## src/hdl/dfs_pkg.sv

```systemverilog
// package: constants, fault classes, register map and states of the fault/status supervisor
package dfs_pkg;

    // ------------------------------------------------------------
    // fault codes
    // ------------------------------------------------------------
    localparam int unsigned NUM_CODES  = 100;
    localparam int unsigned CODE_W     = 7;
    localparam int unsigned VOLT_W     = 12;

    // class tables, one bit per fault code
    localparam logic [NUM_CODES-1:0] WARN_CLASS  = 100'h00000003fe0000784001e3ff6;
    localparam logic [NUM_CODES-1:0] ALARM_CLASS = 100'h80000000090000025e047ff94;
    localparam logic [NUM_CODES-1:0] LOCK_CLASS  = 100'h800000000000000200001e010;

    // codes raised by the supervisor's own comparators
    localparam int unsigned CODE_LIVE_ZERO = 2;
    localparam int unsigned CODE_BUS_HIGH  = 5;
    localparam int unsigned CODE_BUS_LOW   = 6;
    localparam int unsigned CODE_BUS_OV    = 7;
    localparam int unsigned CODE_BUS_UV    = 8;
    localparam int unsigned CODE_INV_OVL   = 9;

    // ------------------------------------------------------------
    // bus voltage limits in volts dc, indexed by supply class
    // ------------------------------------------------------------
    localparam logic [1:0]        SUPPLY_CLS_MAX = 2'h2;
    localparam logic [VOLT_W-1:0] UNDERVOLT_LIM [0:2] = '{12'h0d3, 12'h192, 12'h22d};
    localparam logic [VOLT_W-1:0] WARN_LOW_LIM  [0:2] = '{12'h0de, 12'h1a7, 12'h249};
    localparam logic [VOLT_W-1:0] WARN_HIGH_LIM [0:2] = '{12'h180, 12'h2fa, 12'h3af};
    localparam logic [VOLT_W-1:0] OVERVOLT_LIM  [0:2] = '{12'h1a9, 12'h31e, 12'h3cf};

    // ------------------------------------------------------------
    // inverter overload thresholds, percent of full scale
    // ------------------------------------------------------------
    localparam int unsigned OVL_WARN_PCT  = 98;
    localparam int unsigned OVL_TRIP_PCT  = 100;
    localparam int unsigned OVL_RESET_PCT = 90;
    localparam int unsigned OVL_FULL_CNT  = 1000000;

    // ------------------------------------------------------------
    // timing
    // ------------------------------------------------------------
    localparam int unsigned CLK_PERIOD_NS   = 5;
    localparam int unsigned CYC_PER_MS      = 1000000 / CLK_PERIOD_NS;
    localparam int unsigned ESC_TIME_MS     = 1000;
    localparam int unsigned TRIP_DLY_MS     = 5;
    localparam int unsigned FLASH_TIME_MS   = 250;
    localparam int unsigned AUTO_RST_TIME_MS = 1000;

    // ------------------------------------------------------------
    // register map (byte addresses) and fields
    // ------------------------------------------------------------
    localparam logic [7:0] REG_CTRL    = 8'h00;
    localparam logic [7:0] REG_CMD     = 8'h04;
    localparam logic [7:0] REG_AIN_MIN = 8'h08;
    localparam logic [7:0] REG_STATUS  = 8'h0c;
    localparam logic [7:0] REG_OVL     = 8'h10;
    localparam logic [7:0] REG_DISP    = 8'h14;

    localparam int unsigned CTRL_AUTO_BIT      = 0;
    localparam int unsigned CTRL_PROFILE_BIT   = 1;
    localparam int unsigned CTRL_WARN_ONLY_BIT = 2;
    localparam int unsigned CTRL_COAST_BIT     = 3;
    localparam int unsigned CTRL_CLS_LSB       = 4;
    localparam logic [7:0]  CTRL_RESET         = 8'h00;

    localparam int unsigned CMD_RESET_BIT = 0;
    localparam int unsigned CMD_STOP_BIT  = 1;
    localparam int unsigned CMD_START_BIT = 2;

    // display mode codes
    localparam logic [1:0] DISP_NONE   = 2'h0;
    localparam logic [1:0] DISP_WARN   = 2'h1;
    localparam logic [1:0] DISP_ALARM  = 2'h2;
    localparam logic [1:0] DISP_LOCKED = 2'h3;

    // ------------------------------------------------------------
    // operating status
    // ------------------------------------------------------------
    typedef enum logic [6:0] {
        ST_NOT_READY  = 7'h01,
        ST_START_INH  = 7'h02,
        ST_COAST_INH  = 7'h04,
        ST_ADAPT_DONE = 7'h08,
        ST_STANDBY    = 7'h10,
        ST_STOP       = 7'h20,
        ST_RUN        = 7'h40
    } dfs_state_t;

endpackage

```

## src/hdl/dfs_pick_if.sv

```systemverilog
// interface: request vector in, lowest set code out
interface dfs_pick_if
    import dfs_pkg::*;
#(
    parameter int unsigned N = NUM_CODES
);
    logic [N-1:0]      req;
    logic              hit;
    logic [CODE_W-1:0] code;

    modport src  (output req, input  hit, input  code);
    modport pick (input  req, output hit, output code);
endinterface

```

## src/hdl/dfs_prio_pick.sv

```systemverilog
// priority picker: lowest numbered active fault code
module dfs_prio_pick
    import dfs_pkg::*;
(
    dfs_pick_if.pick p
);
    always_comb
    begin
        p.hit  = 1'b0;
        p.code = '0;
        for (int i = NUM_CODES - 1; i >= 0; i--)
        begin
            if (p.req[i])
            begin
                p.hit  = 1'b1;
                p.code = CODE_W'(i);
            end
        end
    end
endmodule

```

## src/hdl/dfs_supervisor.sv

```systemverilog
// drive fault and status supervisor with wishbone register slave
//
// Our own choices: the register offsets and the Wishbone slave port.
module dfs_supervisor
    import dfs_pkg::*;
#(
    parameter int unsigned ESC_CYC      = ESC_TIME_MS * CYC_PER_MS,
    parameter int unsigned TRIP_DLY_CYC = TRIP_DLY_MS * CYC_PER_MS,
    parameter int unsigned FLASH_CYC    = FLASH_TIME_MS * CYC_PER_MS,
    parameter int unsigned AUTO_RST_CYC = AUTO_RST_TIME_MS * CYC_PER_MS,
    parameter int unsigned OVL_FULL     = OVL_FULL_CNT
)
(
    // clock, reset, enable
    input  wire logic                 clk_i,
    input  wire logic                 rst_i,
    input  wire logic                 ce_i,
    // wishbone slave
    input  wire logic                 wb_cyc_i,
    input  wire logic                 wb_stb_i,
    input  wire logic                 wb_we_i,
    input  wire logic [7:0]           wb_adr_i,
    input  wire logic [3:0]           wb_sel_i,
    input  wire logic [31:0]          wb_dat_i,
    output logic      [31:0]          wb_dat_o,
    output logic                      wb_ack_o,
    // pins from panel, terminals and power stage
    input  wire logic [NUM_CODES-1:0] fault_i,
    input  wire logic                 reset_key_i,
    input  wire logic                 reset_di_i,
    input  wire logic                 stop_key_i,
    input  wire logic                 stop_di_i,
    input  wire logic                 start_di_i,
    input  wire logic                 coast_n_i,
    input  wire logic                 off_command_first_n_i,
    input  wire logic                 off_command_second_n_i,
    input  wire logic                 off_command_third_n_i,
    // measurements on this clock
    input  wire logic [VOLT_W-1:0]    bus_voltage_i,
    input  wire logic [15:0]          ain_value_i,
    input  wire logic                 inv_overcurrent_i,
    input  wire logic                 adaptation_done_i,
    // motor control
    output logic                      motor_run_o,
    output logic                      motor_coast_o,
    // display and indicators
    output logic [6:0]                status_o,
    output logic [1:0]                disp_mode_o,
    output logic [CODE_W-1:0]         disp_line1_code_o,
    output logic [CODE_W-1:0]         disp_line2_code_o,
    output logic                      disp_line2_flash_o,
    output logic [CODE_W-1:0]         disp_line34_code_o,
    output logic [VOLT_W-1:0]         disp_voltage_o,
    output logic                      disp_voltage_show_o,
    output logic                      alarm_led_o,
    output logic                      warn_led_o
);

    // ------------------------------------------------------------
    // pin synchronisers
    // ------------------------------------------------------------
    localparam int unsigned SYNC_W = NUM_CODES + 9;
    localparam int unsigned OVL_W  = $clog2(OVL_FULL + 1);
    localparam logic [OVL_W-1:0] OVL_MAX      = OVL_W'(OVL_FULL);
    localparam logic [OVL_W-1:0] OVL_WARN_CNT = OVL_W'((64'(OVL_FULL) * OVL_WARN_PCT) / 100);
    localparam logic [OVL_W-1:0] OVL_TRIP_CNT = OVL_W'((64'(OVL_FULL) * OVL_TRIP_PCT) / 100);
    localparam logic [OVL_W-1:0] OVL_RST_CNT  = OVL_W'((64'(OVL_FULL) * OVL_RESET_PCT) / 100);

    logic [SYNC_W-1:0] meta_q;
    logic [SYNC_W-1:0] sync_q;
    logic [SYNC_W-1:0] prev_q;
    wire  [SYNC_W-1:0] pin_vec = {fault_i, reset_key_i, reset_di_i, stop_key_i, stop_di_i, start_di_i,
                                  coast_n_i, off_command_first_n_i, off_command_second_n_i,
                                  off_command_third_n_i};

    always_ff @(posedge clk_i)
    begin
        if (rst_i)
        begin
            meta_q <= '0;
            sync_q <= '0;
            prev_q <= '0;
        end
        else if (ce_i)
        begin
            meta_q <= pin_vec;
            sync_q <= meta_q;
            prev_q <= sync_q;
        end
    end

    wire [SYNC_W-1:0]    pin_rise  = sync_q & ~prev_q;
    wire [NUM_CODES-1:0] ext_fault = sync_q[SYNC_W-1:9];
    wire                 reset_pin = pin_rise[8] | pin_rise[7];
    wire                 stop_pin  = pin_rise[6] | pin_rise[5];
    wire                 start_pin = pin_rise[4];
    wire                 coast_n   = sync_q[3];
    wire                 off_command_first_n    = sync_q[2];
    wire                 off_command_second_n    = sync_q[1];
    wire                 off_command_third_n    = sync_q[0];

    // ------------------------------------------------------------
    // register decode
    // ------------------------------------------------------------
    logic [7:0]  ctrl_q;
    logic [15:0] ain_min_q;
    logic [31:0] rd_mux;

    wire       wb_hit   = wb_cyc_i & wb_stb_i & ~wb_ack_o;
    wire       wb_wr    = wb_hit & wb_we_i;
    wire [7:0] wb_word  = {wb_adr_i[7:2], 2'b00};
    wire       wr_ctrl  = wb_wr & (wb_word == REG_CTRL) & wb_sel_i[0];
    wire       wr_cmd   = wb_wr & (wb_word == REG_CMD) & wb_sel_i[0];
    wire       wr_ain   = wb_wr & (wb_word == REG_AIN_MIN);
    wire       ser_rst  = wr_cmd & wb_dat_i[CMD_RESET_BIT];
    wire       ser_stop = wr_cmd & wb_dat_i[CMD_STOP_BIT];
    wire       ser_start = wr_cmd & wb_dat_i[CMD_START_BIT];

    wire       auto_en   = ctrl_q[CTRL_AUTO_BIT];
    wire       profile   = ctrl_q[CTRL_PROFILE_BIT];
    wire       warn_only = ctrl_q[CTRL_WARN_ONLY_BIT];
    wire       ser_coast = ctrl_q[CTRL_COAST_BIT];
    wire [1:0] cls_raw   = ctrl_q[CTRL_CLS_LSB +: 2];
    wire [1:0] cls       = (cls_raw > SUPPLY_CLS_MAX) ? SUPPLY_CLS_MAX : cls_raw;

    // ------------------------------------------------------------
    // own fault comparators
    // ------------------------------------------------------------
    logic [OVL_W-1:0]     ovl_q;
    logic [NUM_CODES-1:0] int_fault;

    wire live_zero = ain_value_i < (ain_min_q >> 1);
    wire bus_high  = bus_voltage_i > WARN_HIGH_LIM[cls];
    wire bus_low   = bus_voltage_i < WARN_LOW_LIM[cls];
    wire bus_ov    = bus_voltage_i > OVERVOLT_LIM[cls];
    wire bus_uv    = bus_voltage_i < UNDERVOLT_LIM[cls];
    wire ovl_warn  = ovl_q >= OVL_WARN_CNT;
    wire ovl_trip  = ovl_q >= OVL_TRIP_CNT;
    wire ovl_ok    = ovl_q < OVL_RST_CNT;

    always_comb
    begin
        int_fault                 = '0;
        int_fault[CODE_LIVE_ZERO] = live_zero;
        int_fault[CODE_BUS_HIGH]  = bus_high;
        int_fault[CODE_BUS_LOW]   = bus_low;
        int_fault[CODE_BUS_OV]    = bus_ov;
        int_fault[CODE_BUS_UV]    = bus_uv;
        int_fault[CODE_INV_OVL]   = ovl_warn;
    end

    // thermal counter climbs while overloaded and relaxes otherwise
    always_ff @(posedge clk_i)
    begin
        if (rst_i)
            ovl_q <= '0;
        else if (ce_i)
        begin
            if (inv_overcurrent_i && ovl_q < OVL_MAX)
                ovl_q <= ovl_q + OVL_W'(1);
            else if (!inv_overcurrent_i && ovl_q != '0)
                ovl_q <= ovl_q - OVL_W'(1);
        end
    end

    // ------------------------------------------------------------
    // per-code classification and escalation
    // ------------------------------------------------------------
    wire  [NUM_CODES-1:0] cond = ext_fault | int_fault;
    logic [NUM_CODES-1:0] esc;
    logic [NUM_CODES-1:0] alarm_q;
    logic [NUM_CODES-1:0] lock_q;

    for (genvar c = 0; c < NUM_CODES; c++)
    begin : g_code
        if (c == CODE_INV_OVL)
        begin : g_ovl
            assign esc[c] = ovl_trip;
        end
        else if (WARN_CLASS[c] && ALARM_CLASS[c])
        begin : g_both
            // overvoltage and undervoltage use the unit trip delay, others the escalation delay
            localparam int unsigned LIM = (c == CODE_BUS_OV || c == CODE_BUS_UV) ? TRIP_DLY_CYC : ESC_CYC;
            logic [31:0] cnt_q;
            always_ff @(posedge clk_i)
            begin
                if (rst_i)
                    cnt_q <= '0;
                else if (ce_i)
                    cnt_q <= !cond[c] ? '0 : (cnt_q == LIM) ? cnt_q : cnt_q + 32'h1;
            end
            // locked codes always escalate; the setting only keeps ordinary ones as warnings
            assign esc[c] = cond[c] & (cnt_q == LIM) & (LOCK_CLASS[c] | ~warn_only);
        end
        else
        begin : g_single
            assign esc[c] = cond[c] & ALARM_CLASS[c];
        end
    end

    wire [NUM_CODES-1:0] warn_act  = cond & WARN_CLASS & ~alarm_q;
    wire                 trip      = |alarm_q;
    wire                 locked    = |lock_q;
    wire                 fault_now = |(alarm_q & cond);

    // ------------------------------------------------------------
    // reset sources
    // ------------------------------------------------------------
    logic [31:0] auto_cnt_q;

    wire auto_evt  = auto_en & (auto_cnt_q == AUTO_RST_CYC);
    wire reset_evt = reset_pin | ser_rst | auto_evt;
    wire rst_take  = reset_evt & ~locked & ovl_ok;

    always_ff @(posedge clk_i)
    begin
        if (rst_i)
            auto_cnt_q <= '0;
        else if (ce_i)
            auto_cnt_q <= (!auto_en || !trip || fault_now || auto_evt) ? '0 : auto_cnt_q + 32'h1;
    end

    // new faults win over a reset in the same cycle; only power-up clears a lock
    always_ff @(posedge clk_i)
    begin
        if (rst_i)
        begin
            alarm_q <= '0;
            lock_q  <= '0;
        end
        else if (ce_i)
        begin
            alarm_q <= esc | (alarm_q & ~({NUM_CODES{rst_take}} & ~lock_q));
            lock_q  <= lock_q | (esc & LOCK_CLASS);
        end
    end

    // ------------------------------------------------------------
    // operating status
    // ------------------------------------------------------------
    dfs_state_t state_q;
    dfs_state_t state_d;

    wire stop_evt  = stop_pin | ser_stop;
    wire start_evt = start_pin | ser_start;
    wire adapt_evt = adaptation_done_i;

    always_comb
    begin
        state_d = state_q;
        if (trip || !off_command_first_n)
            state_d = ST_NOT_READY;
        else if (!off_command_second_n || !off_command_third_n)
            state_d = profile ? ST_START_INH : ST_NOT_READY;
        else if (!coast_n || ser_coast)
            state_d = ST_COAST_INH;
        else if (adapt_evt)
            state_d = ST_ADAPT_DONE;
        else
        begin
            unique case (state_q)
                ST_NOT_READY,
                ST_START_INH,
                ST_COAST_INH:  state_d = ST_STANDBY;
                ST_ADAPT_DONE: state_d = reset_evt ? ST_RUN : ST_ADAPT_DONE;
                ST_STANDBY,
                ST_STOP:       state_d = start_evt ? ST_RUN : state_q;
                ST_RUN:        state_d = stop_evt ? ST_STOP : ST_RUN;
                default:       state_d = ST_NOT_READY;
            endcase
        end
    end

    always_ff @(posedge clk_i)
    begin
        if (rst_i)
            state_q <= ST_NOT_READY;
        else if (ce_i)
            state_q <= state_d;
    end

    // ------------------------------------------------------------
    // display selection
    // ------------------------------------------------------------
    dfs_pick_if lock_pick ();
    dfs_pick_if alarm_pick ();
    dfs_pick_if warn_pick ();

    assign lock_pick.req  = alarm_q & lock_q;
    assign alarm_pick.req = alarm_q;
    assign warn_pick.req  = warn_act;

    dfs_prio_pick u_lock_pick  (.p(lock_pick));
    dfs_prio_pick u_alarm_pick (.p(alarm_pick));
    dfs_prio_pick u_warn_pick  (.p(warn_pick));

    logic [31:0] flash_cnt_q;
    logic        flash_q;

    always_ff @(posedge clk_i)
    begin
        if (rst_i)
        begin
            flash_cnt_q <= '0;
            flash_q     <= 1'b0;
        end
        else if (ce_i)
        begin
            flash_cnt_q <= (flash_cnt_q == FLASH_CYC) ? '0 : flash_cnt_q + 32'h1;
            flash_q     <= flash_q ^ (flash_cnt_q == FLASH_CYC);
        end
    end

    wire [1:0] mode_d = lock_pick.hit  ? DISP_LOCKED :
                        alarm_pick.hit ? DISP_ALARM  :
                        warn_pick.hit  ? DISP_WARN   : DISP_NONE;
    wire [CODE_W-1:0] alarm_code = lock_pick.hit ? lock_pick.code : alarm_pick.code;

    always_ff @(posedge clk_i)
    begin
        if (rst_i)
        begin
            disp_mode_o         <= DISP_NONE;
            disp_line1_code_o   <= '0;
            disp_line2_code_o   <= '0;
            disp_line2_flash_o  <= 1'b0;
            disp_line34_code_o  <= '0;
            disp_voltage_o      <= '0;
            disp_voltage_show_o <= 1'b0;
            alarm_led_o         <= 1'b0;
            warn_led_o          <= 1'b0;
            motor_run_o         <= 1'b0;
            motor_coast_o       <= 1'b1;
        end
        else if (ce_i)
        begin
            disp_mode_o         <= mode_d;
            disp_line1_code_o   <= warn_pick.code;
            disp_line2_code_o   <= alarm_pick.hit ? alarm_code : warn_pick.code;
            disp_line2_flash_o  <= !alarm_pick.hit && warn_pick.hit && flash_q;
            disp_line34_code_o  <= alarm_pick.hit ? alarm_code : '0;
            disp_voltage_o      <= bus_voltage_i;
            disp_voltage_show_o <= alarm_q[CODE_BUS_UV];
            alarm_led_o         <= trip & flash_q;
            warn_led_o          <= flash_q & (trip ? fault_now : warn_pick.hit);
            motor_run_o         <= (state_d == ST_RUN);
            motor_coast_o       <= trip | (state_d != ST_RUN);
        end
    end

    // ------------------------------------------------------------
    // wishbone registers
    // ------------------------------------------------------------
    // unmapped words still ack and read zero so a stray access never hangs the master
    assign rd_mux = (wb_word == REG_CTRL)    ? {24'h000000, ctrl_q} :
                    (wb_word == REG_AIN_MIN) ? {16'h0000, ain_min_q} :
                    (wb_word == REG_STATUS)  ? {21'h000000, ~ovl_ok, locked, trip, |warn_act, 7'(state_q)} :
                    (wb_word == REG_OVL)     ? 32'(ovl_q) :
                    (wb_word == REG_DISP)    ? {7'h00, disp_line34_code_o, 1'b0, disp_line2_code_o,
                                                1'b0, disp_line1_code_o, disp_mode_o} :
                    32'h00000000;

    always_ff @(posedge clk_i)
    begin
        if (rst_i)
        begin
            ctrl_q    <= CTRL_RESET;
            ain_min_q <= '0;
            wb_ack_o  <= 1'b0;
            wb_dat_o  <= '0;
        end
        else if (ce_i)
        begin
            wb_ack_o <= wb_hit;
            wb_dat_o <= rd_mux;
            if (wr_ctrl)
                ctrl_q <= wb_dat_i[7:0];
            if (wr_ain && wb_sel_i[0])
                ain_min_q[7:0] <= wb_dat_i[7:0];
            if (wr_ain && wb_sel_i[1])
                ain_min_q[15:8] <= wb_dat_i[15:8];
        end
    end

    assign status_o = state_q;

endmodule

```

## config.mk

```make
export PLATFORM = sky130hd
export DESIGN_NAME = dfs_supervisor
export DESIGN_NICKNAME = d
export VERILOG_FILES = /design/src/hdl/dfs_pkg.sv /design/src/hdl/dfs_pick_if.sv /design/src/hdl/dfs_prio_pick.sv /design/src/hdl/dfs_supervisor.sv
export SDC_FILE = /design/constraint.sdc
export NUM_CORES = 2
export LEC_CHECK = 0
export BUFFER_PORTS_ARGS = -buffer_cell sky130_fd_sc_hd__buf_2
export CAP_MARGIN = 20
export CORE_ASPECT_RATIO = 2
export CORE_MARGIN = 2
export CORE_UTILIZATION = 28
export CTS_CLUSTER_DIAMETER = 100
export DETAILED_ROUTE_END_ITERATION = 10
export GPL_ROUTABILITY_DRIVEN = 0
export SETUP_SLACK_MARGIN = 0.4
export SKIP_LAST_GASP = 1
export SYNTH_ARGS = -nofsm -noshare
export SYNTH_HDL_FRONTEND = slang
export SYNTH_SLANG_ARGS = --single-unit
```

## constraint.sdc

```tcl
create_clock -name clk_i -period 5.7 [get_ports clk_i]
set_input_delay 1.14 -clock clk_i [delete_from_list [all_inputs] [get_ports clk_i]]
set_output_delay 1.14 -clock clk_i [all_outputs]
set_load 0.02 [all_outputs]
```

# After elaboration in Yosys (flattened, before gate mapping)
# Cells that the tools add are included.
[totals]
output_inout_bits = 81
input_bits = 189
ff_bits = 1001
word_cells = 876
[classes]
add_sub_neg = 16
bitwise_logic = 64
muxes = 662
n_reduce_logical = 45
eq_ne = 40
n_lt_le_gt_ge = 11
[op_table]
columns = ["cell", "count"]
rows = [
  ["2-to-1 mux 7 bit", 310],
  ["2-to-1 mux 32 bit", 26],
  ["adder 32 x 1 -> 32 bit (second input constant)", 14],
  ["AND 100 bit", 4],
  ["OR reduction 100 bit", 4],
  ["== test 32 x 28 -> 1 bit (second input constant)", 11],
  ["2-to-1 mux 1 bit", 302],
  ["NOT 100 bit", 3],
  ["bitwise OR 100 bit", 2],
  ["2-to-1 mux 25 bit", 5],
  ["AND 70 x 100 -> 100 bit", 1],
  ["bitwise OR 100 x 10 -> 100 bit", 1],
  ["binary-select mux 12 bit (select 2 bit)", 4],
  ["2-to-1 mux 12 bit", 8],
  ["== test 32 x 20 -> 1 bit (second input constant)", 2],
  [">= comparator 20 bit (second input constant)", 2],
  ["< comparator 20 bit (second input constant)", 2],
  ["2-to-1 mux 20 bit", 2],
  ["AND 1 bit", 38],
  ["== test 32 x 26 -> 1 bit (second input constant)", 1],
  ["AND reduction 2 bit", 16],
  ["case mux 7 bit (4 select lines)", 1],
  ["greater-than comparator 12 bit", 2],
  ["< comparator 12 bit", 2],
  ["32 further kinds", 75],
]

# Logic depth before layout (Yosys ltp)
[logic_depth]
ltp_word = 112
depth_mapped = 15
mapped_depth_nobuf = 15

# Hierarchy
# A second synthesis with hierarchy kept.
[hier_totals]
hier_cells = 5208
area_unflattened_um2 = 43810.8
[by_module_without_submodules]
columns = ["mod", "seq_area_each_um2", "instances", "area_per_inst_um2", "cells_per_inst"]
rows = [
  ["dfs_supervisor", 17957.2, 1, 39719.3, 4500],
  ["dfs_prio_pick", 0.0, 3, 1363.8, 236],
]

# Worst setup path after synthesis
# OpenSTA, ideal clock, no wires.
[synth_path]
kind = "input to register"
startpoint = "input port inv_overcurrent_i"
endpoint = "register ovl_q[19]"
arrival_ps = 4065
setup_ps = 121
path_buffers = 0
path_slack_ps = 1514
cell_stages = 12
cell_sequence = "nor2b_1 > inv_1 > ha_1 > a211oi_1 > o21ai_0 > a311oi_1 > a221o_1 > a31oi_1 > a41oi_1 > mux2i_1 > a21oi_1 > mux2_2"
[synth_via]
elab_chain_len = 4
[synth_lines]
columns = ["element", "line", "source"]
rows = [
  ["from (decl)", "dfs_supervisor.sv:41", "input wire logic inv_overcurrent_i,"],
  ["zero test 1 bit", "dfs_supervisor.sv:161", "else if (!inv_overcurrent_i && ovl_q != '0)"],
  ["logical AND 1 bit", "dfs_supervisor.sv:161", ""],
  ["nonzero test 2 bit (no line)", "--", ""],
  ["AND reduction 2 bit (no line)", "--", ""],
  ["to (signal assigned)", "dfs_supervisor.sv:160", "ovl_q <= ovl_q + OVL_W'(1);"],
  ["to (signal assigned)", "dfs_supervisor.sv:162", "ovl_q <= ovl_q - OVL_W'(1);"],
  ["to (decl)", "dfs_supervisor.sv:129", "logic [OVL_W-1:0] ovl_q;"],
]
# Several ways; a longest one is shown, not always the timed one.
# A chain may end at the register's enable or synchronous reset.

# Worst setup path in the final report
[layout_path]
startpoint = "register ovl_q[11]"
endpoint = "register ovl_q[19]"
[layout_via]
elab_chain_len = 4
[layout_lines]
columns = ["element", "line"]
rows = [
  ["< comparator 20 bit / nonzero test 20 bit (equally long branches)", "dfs_supervisor.sv:159, dfs_supervisor.sv:161"],
  ["logical AND 1 bit, on equally long branches", "dfs_supervisor.sv:159, dfs_supervisor.sv:161"],
  ["nonzero test 2 bit (no line)", "--"],
  ["AND reduction 2 bit (no line)", "--"],
]
# Several ways; a longest one is shown, not always the timed one. The select of a mux whose other input is x is not followed.

==> results.toml <==
[synth]
muxShareOfSynthArea_pct = 7.05
synthAdderAreaFrac_pct = 2.82
ys_types = 85
synth_compound_area_share_pct = 9.31
synth_xor_xnor_area_share_pct = 8.16
synth_edf_count = 0
yosysWarnings = 0
ys_async_sr_fraction_pct = 0
synth_top_area_share_pct = 43.7
avgSynthCellArea_um2 = 8.59
synth_top_family_by_area = "simple AND/OR/NAND/NOR gates"
yosysMostFrequentCell = "dfxtp_1"
synth-simple-area-share_pct = 25.5
synth.largest_area_cell = "dfxtp_1"
ys_seq_area_share_pct = 43.7
synth.top_cells.by_area = "dfxtp_1 44%, nor2_1 8.0%, mux2i_1 6.9%"
synthFlopType = "dfxtp_1"
syn_inst = 4787
synth_seq_cells = 897
syn_area_um2 = 41100
ys_top_cells_by_count = "897 x dfxtp_1, 882 x nor2_1, 289 x nand2_1"

[placement]
io_buffers = 242
place.detailed.hpwl_um = 79600
dpl_cell_area_um2 = 44300
dp_cells = 6784

[hold_path]
min_path_type = "register to register"
hold_depth = 2
worstHoldEndpoint = "wb_dat_o[21]$_SDFFE_PP0P_"
min_from = "wb_dat_o[21]$_SDFFE_PP0P_"

[sta]
whs_ps = 461
layout_min_cycle_time_ps = 4870
hold_viol_final = 0
fin_setup_tns_ps = 0
max_slew_margin_pct = 24.6
fmax_mhz = 205
grt_setup_unrepaired = "no"
clock_skew_ps = 32.9
worstMarginPinSlew_ps = 1100
setup_viol = 0
finalMaxSlewViolations = 0
min_period_over_period_pct = 85.5

[finish]
postLayoutCellArea_um2 = 47400
drive_gt1_share_pct = 9.28
fin_nets = 5252
area_delta_synth_final_pct = 15.1
instances_no_fill = 6952

[setup_path]
critPathLaunchType = "register"
crit_required_ps = 6260
criticalPathCategory = "register to register"
r2r_cells = 15
cp_data_arrival_time_ps = 5430
worstSetupEndpointType = "register"
worstReg2RegStart = "ovl_q[11]$_SDFFE_PP0P_"
worstPathMaxFanout = 12
rrSetupSlack_ps = 830
r2r_end = "ovl_q[19]$_SDFFE_PP0P_"

[die]
num_rows = 199
dieArea_um2 = 150000
core_area_um2 = 146000
pin_count = 270
die_x_um = 275
start_util_pct = 28.1
fp.dieH_um = 546

[global_routing]
first_global_vias = 30900
grt_max_degree = 147
grt_first_pass_wirelength_um = 175000
gr-total-overflow = 0
antenna_found_initial = 13
grt.total_usage_pct = 14.3

[cts]
clkSinkCount = 897
root_buffer = "clkbuf_16"
cts_max_level = 3
cts_buffer_depth = 3
clkSlewWorstSetupHoldPaths_ps = 60
ctsResizeCount = 0
cts_tree = "yes"
hold_buffers = 0
numCtsBuffers = 92
cts_setup_buffers = 0
clk_latency_ps = 670

[power]
max-vdd-ir-drop_uv = 247
p_per_area_nw_per_um2 = 286
leakage_nw = 17.9

[run_status]
outcome = "complete, no violations"

[routing]
highest_layer = "met5"
met1_length_um = 56400
first_pass_iters = 6
vias = 34400
route.met3.wl_um = 9930
antenna_left = 0
first_iter_violations = 2739
drt-total-wl_um = 112000
routedWlPerCell_um = 16.1
routed-wl-met2_um = 43500
drc = 0
via_per_inst = 4.95

[run]
cap_violations = 0
==> worst max-delay path, cell delays in order, from the launching register on <==
cell and delay [ps]:
dfxtp_1 390, or4_1 570, nor2_1 160, a211oi_1 160
nor2b_1 390, inv_1 350, ha_1 390, a211oi_1 290
o21ai_0 190, a311oi_1 490, a221o_1 280, a31oi_1 150
a41oi_1 350, mux2i_1 120, a21oi_1 170, mux2_2 340
==> sequential cells by signal (all words and copies together), names as in the netlist, 7 cells and up <==
register and cells:
lock_q 7, auto_cnt_q 32, disp_line34_code_o 7, status_o 7, meta_q 109, g_code.g_both.cnt_q 384
sync_q 109, disp_line1_code_o 7, disp_voltage_o 12, flash_cnt_q 32, disp_line2_code_o 7, ain_min_q 16
ovl_q 20, ctrl_q 8, wb_dat_o 25, alarm_pick.req 100
==> per-stage QoR <==
| stage | power, mW | util, % | setup slack [ps] |
|---|---|---|---|
| after floorplan | 7.27 | - | 1510 |
| after global placement | 7.63 | 30.3 | 951 |
| after detailed placement | 7.63 | 30.3 | 871 |
| after CTS | 13.7 | 32.3 | 864 |
| after global routing | 14.0 | 32.3 | 518 |
| final | 13.5 | 32.3 | 826 |
==> power by group <==
group	internal [mW]	switching, mW
clock	3.48	2.56
combinational	0.365	0.619
sequential	6.39	0.134
total	10.2	3.31
==> cells in the final DEF (no fill, tap or decap), types with 14 or more instances in the layout <==
cell and n:
dfxtp_1 897, nor2_1 882, nand2_1 289, mux2i_1 284, buf_2 240, xor2_1 208, nand3_1 191, a21oi_1 187
xnor2_1 175, inv_1 155, and3_1 155, nor3_1 139, nand4_1 131, o21ai_0 127, clkbuf_16 95, nor4_1 91
ha_1 91, or3_1 74, buf_4 43, a22oi_1 41, nor2b_1 38, nor4b_1 33, clkbuf_1 27, a211oi_1 26
nand2b_1 26, and2_1 23, and4_1 23, o211ai_1 21, a22o_1 20, a221oi_1 19, clkbuf_8 18, or4_1 17
a21o_1 16, a31oi_1 15, clkinv_2 14
==> worst max-delay path by stage <==
stage                           startpoint                     end  slack, ps  cells past startpoint
floorplan                inv_overcurrent_i  ovl_q[19]$_SDFFE_PP0P_       1510                     12
global placement         inv_overcurrent_i  ovl_q[19]$_SDFFE_PP0P_        950                     13
detailed placement  ovl_q[11]$_SDFFE_PP0P_  ovl_q[19]$_SDFFE_PP0P_        870                     15
CTS                 ovl_q[11]$_SDFFE_PP0P_  ovl_q[19]$_SDFFE_PP0P_        860                     15
global route        ovl_q[11]$_SDFFE_PP0P_  ovl_q[19]$_SDFFE_PP0P_        520                     15
finish              ovl_q[11]$_SDFFE_PP0P_  ovl_q[19]$_SDFFE_PP0P_        830                     15
==> metal layers <==
layer  vias to the layer above  track usage (%)
li1                      17100                -
met1                     16100             22.1
met2                       986             19.6
met3                       141             3.57
met4                        20             2.93
met5                         -                0
==> layout make-up <==
| class | instances | area, µm² |
|---|---|---|
| clock inverters | 24 | 256 |
| inverters | 157 | 591 |
| well taps | 1909 | 2390 |
| repair buffers | 287 | 1600 |
| flip-flops and latches | 897 | 18000 |
| diodes | 2 | 5.00 |
| fillers | 15400 | 99000 |
| multi-input cells | 3536 | 21800 |
| clock buffers | 140 | 2730 |
==> logic make-up after synthesis <==
family	Yosys count
simple gates	2165
flops	897
compound gates	597
xor+xnor	383
buf+inv	363
mux	289
fa+ha+maj	92
other cells	1
Note: power is estimated with default switching activity, not from simulation.
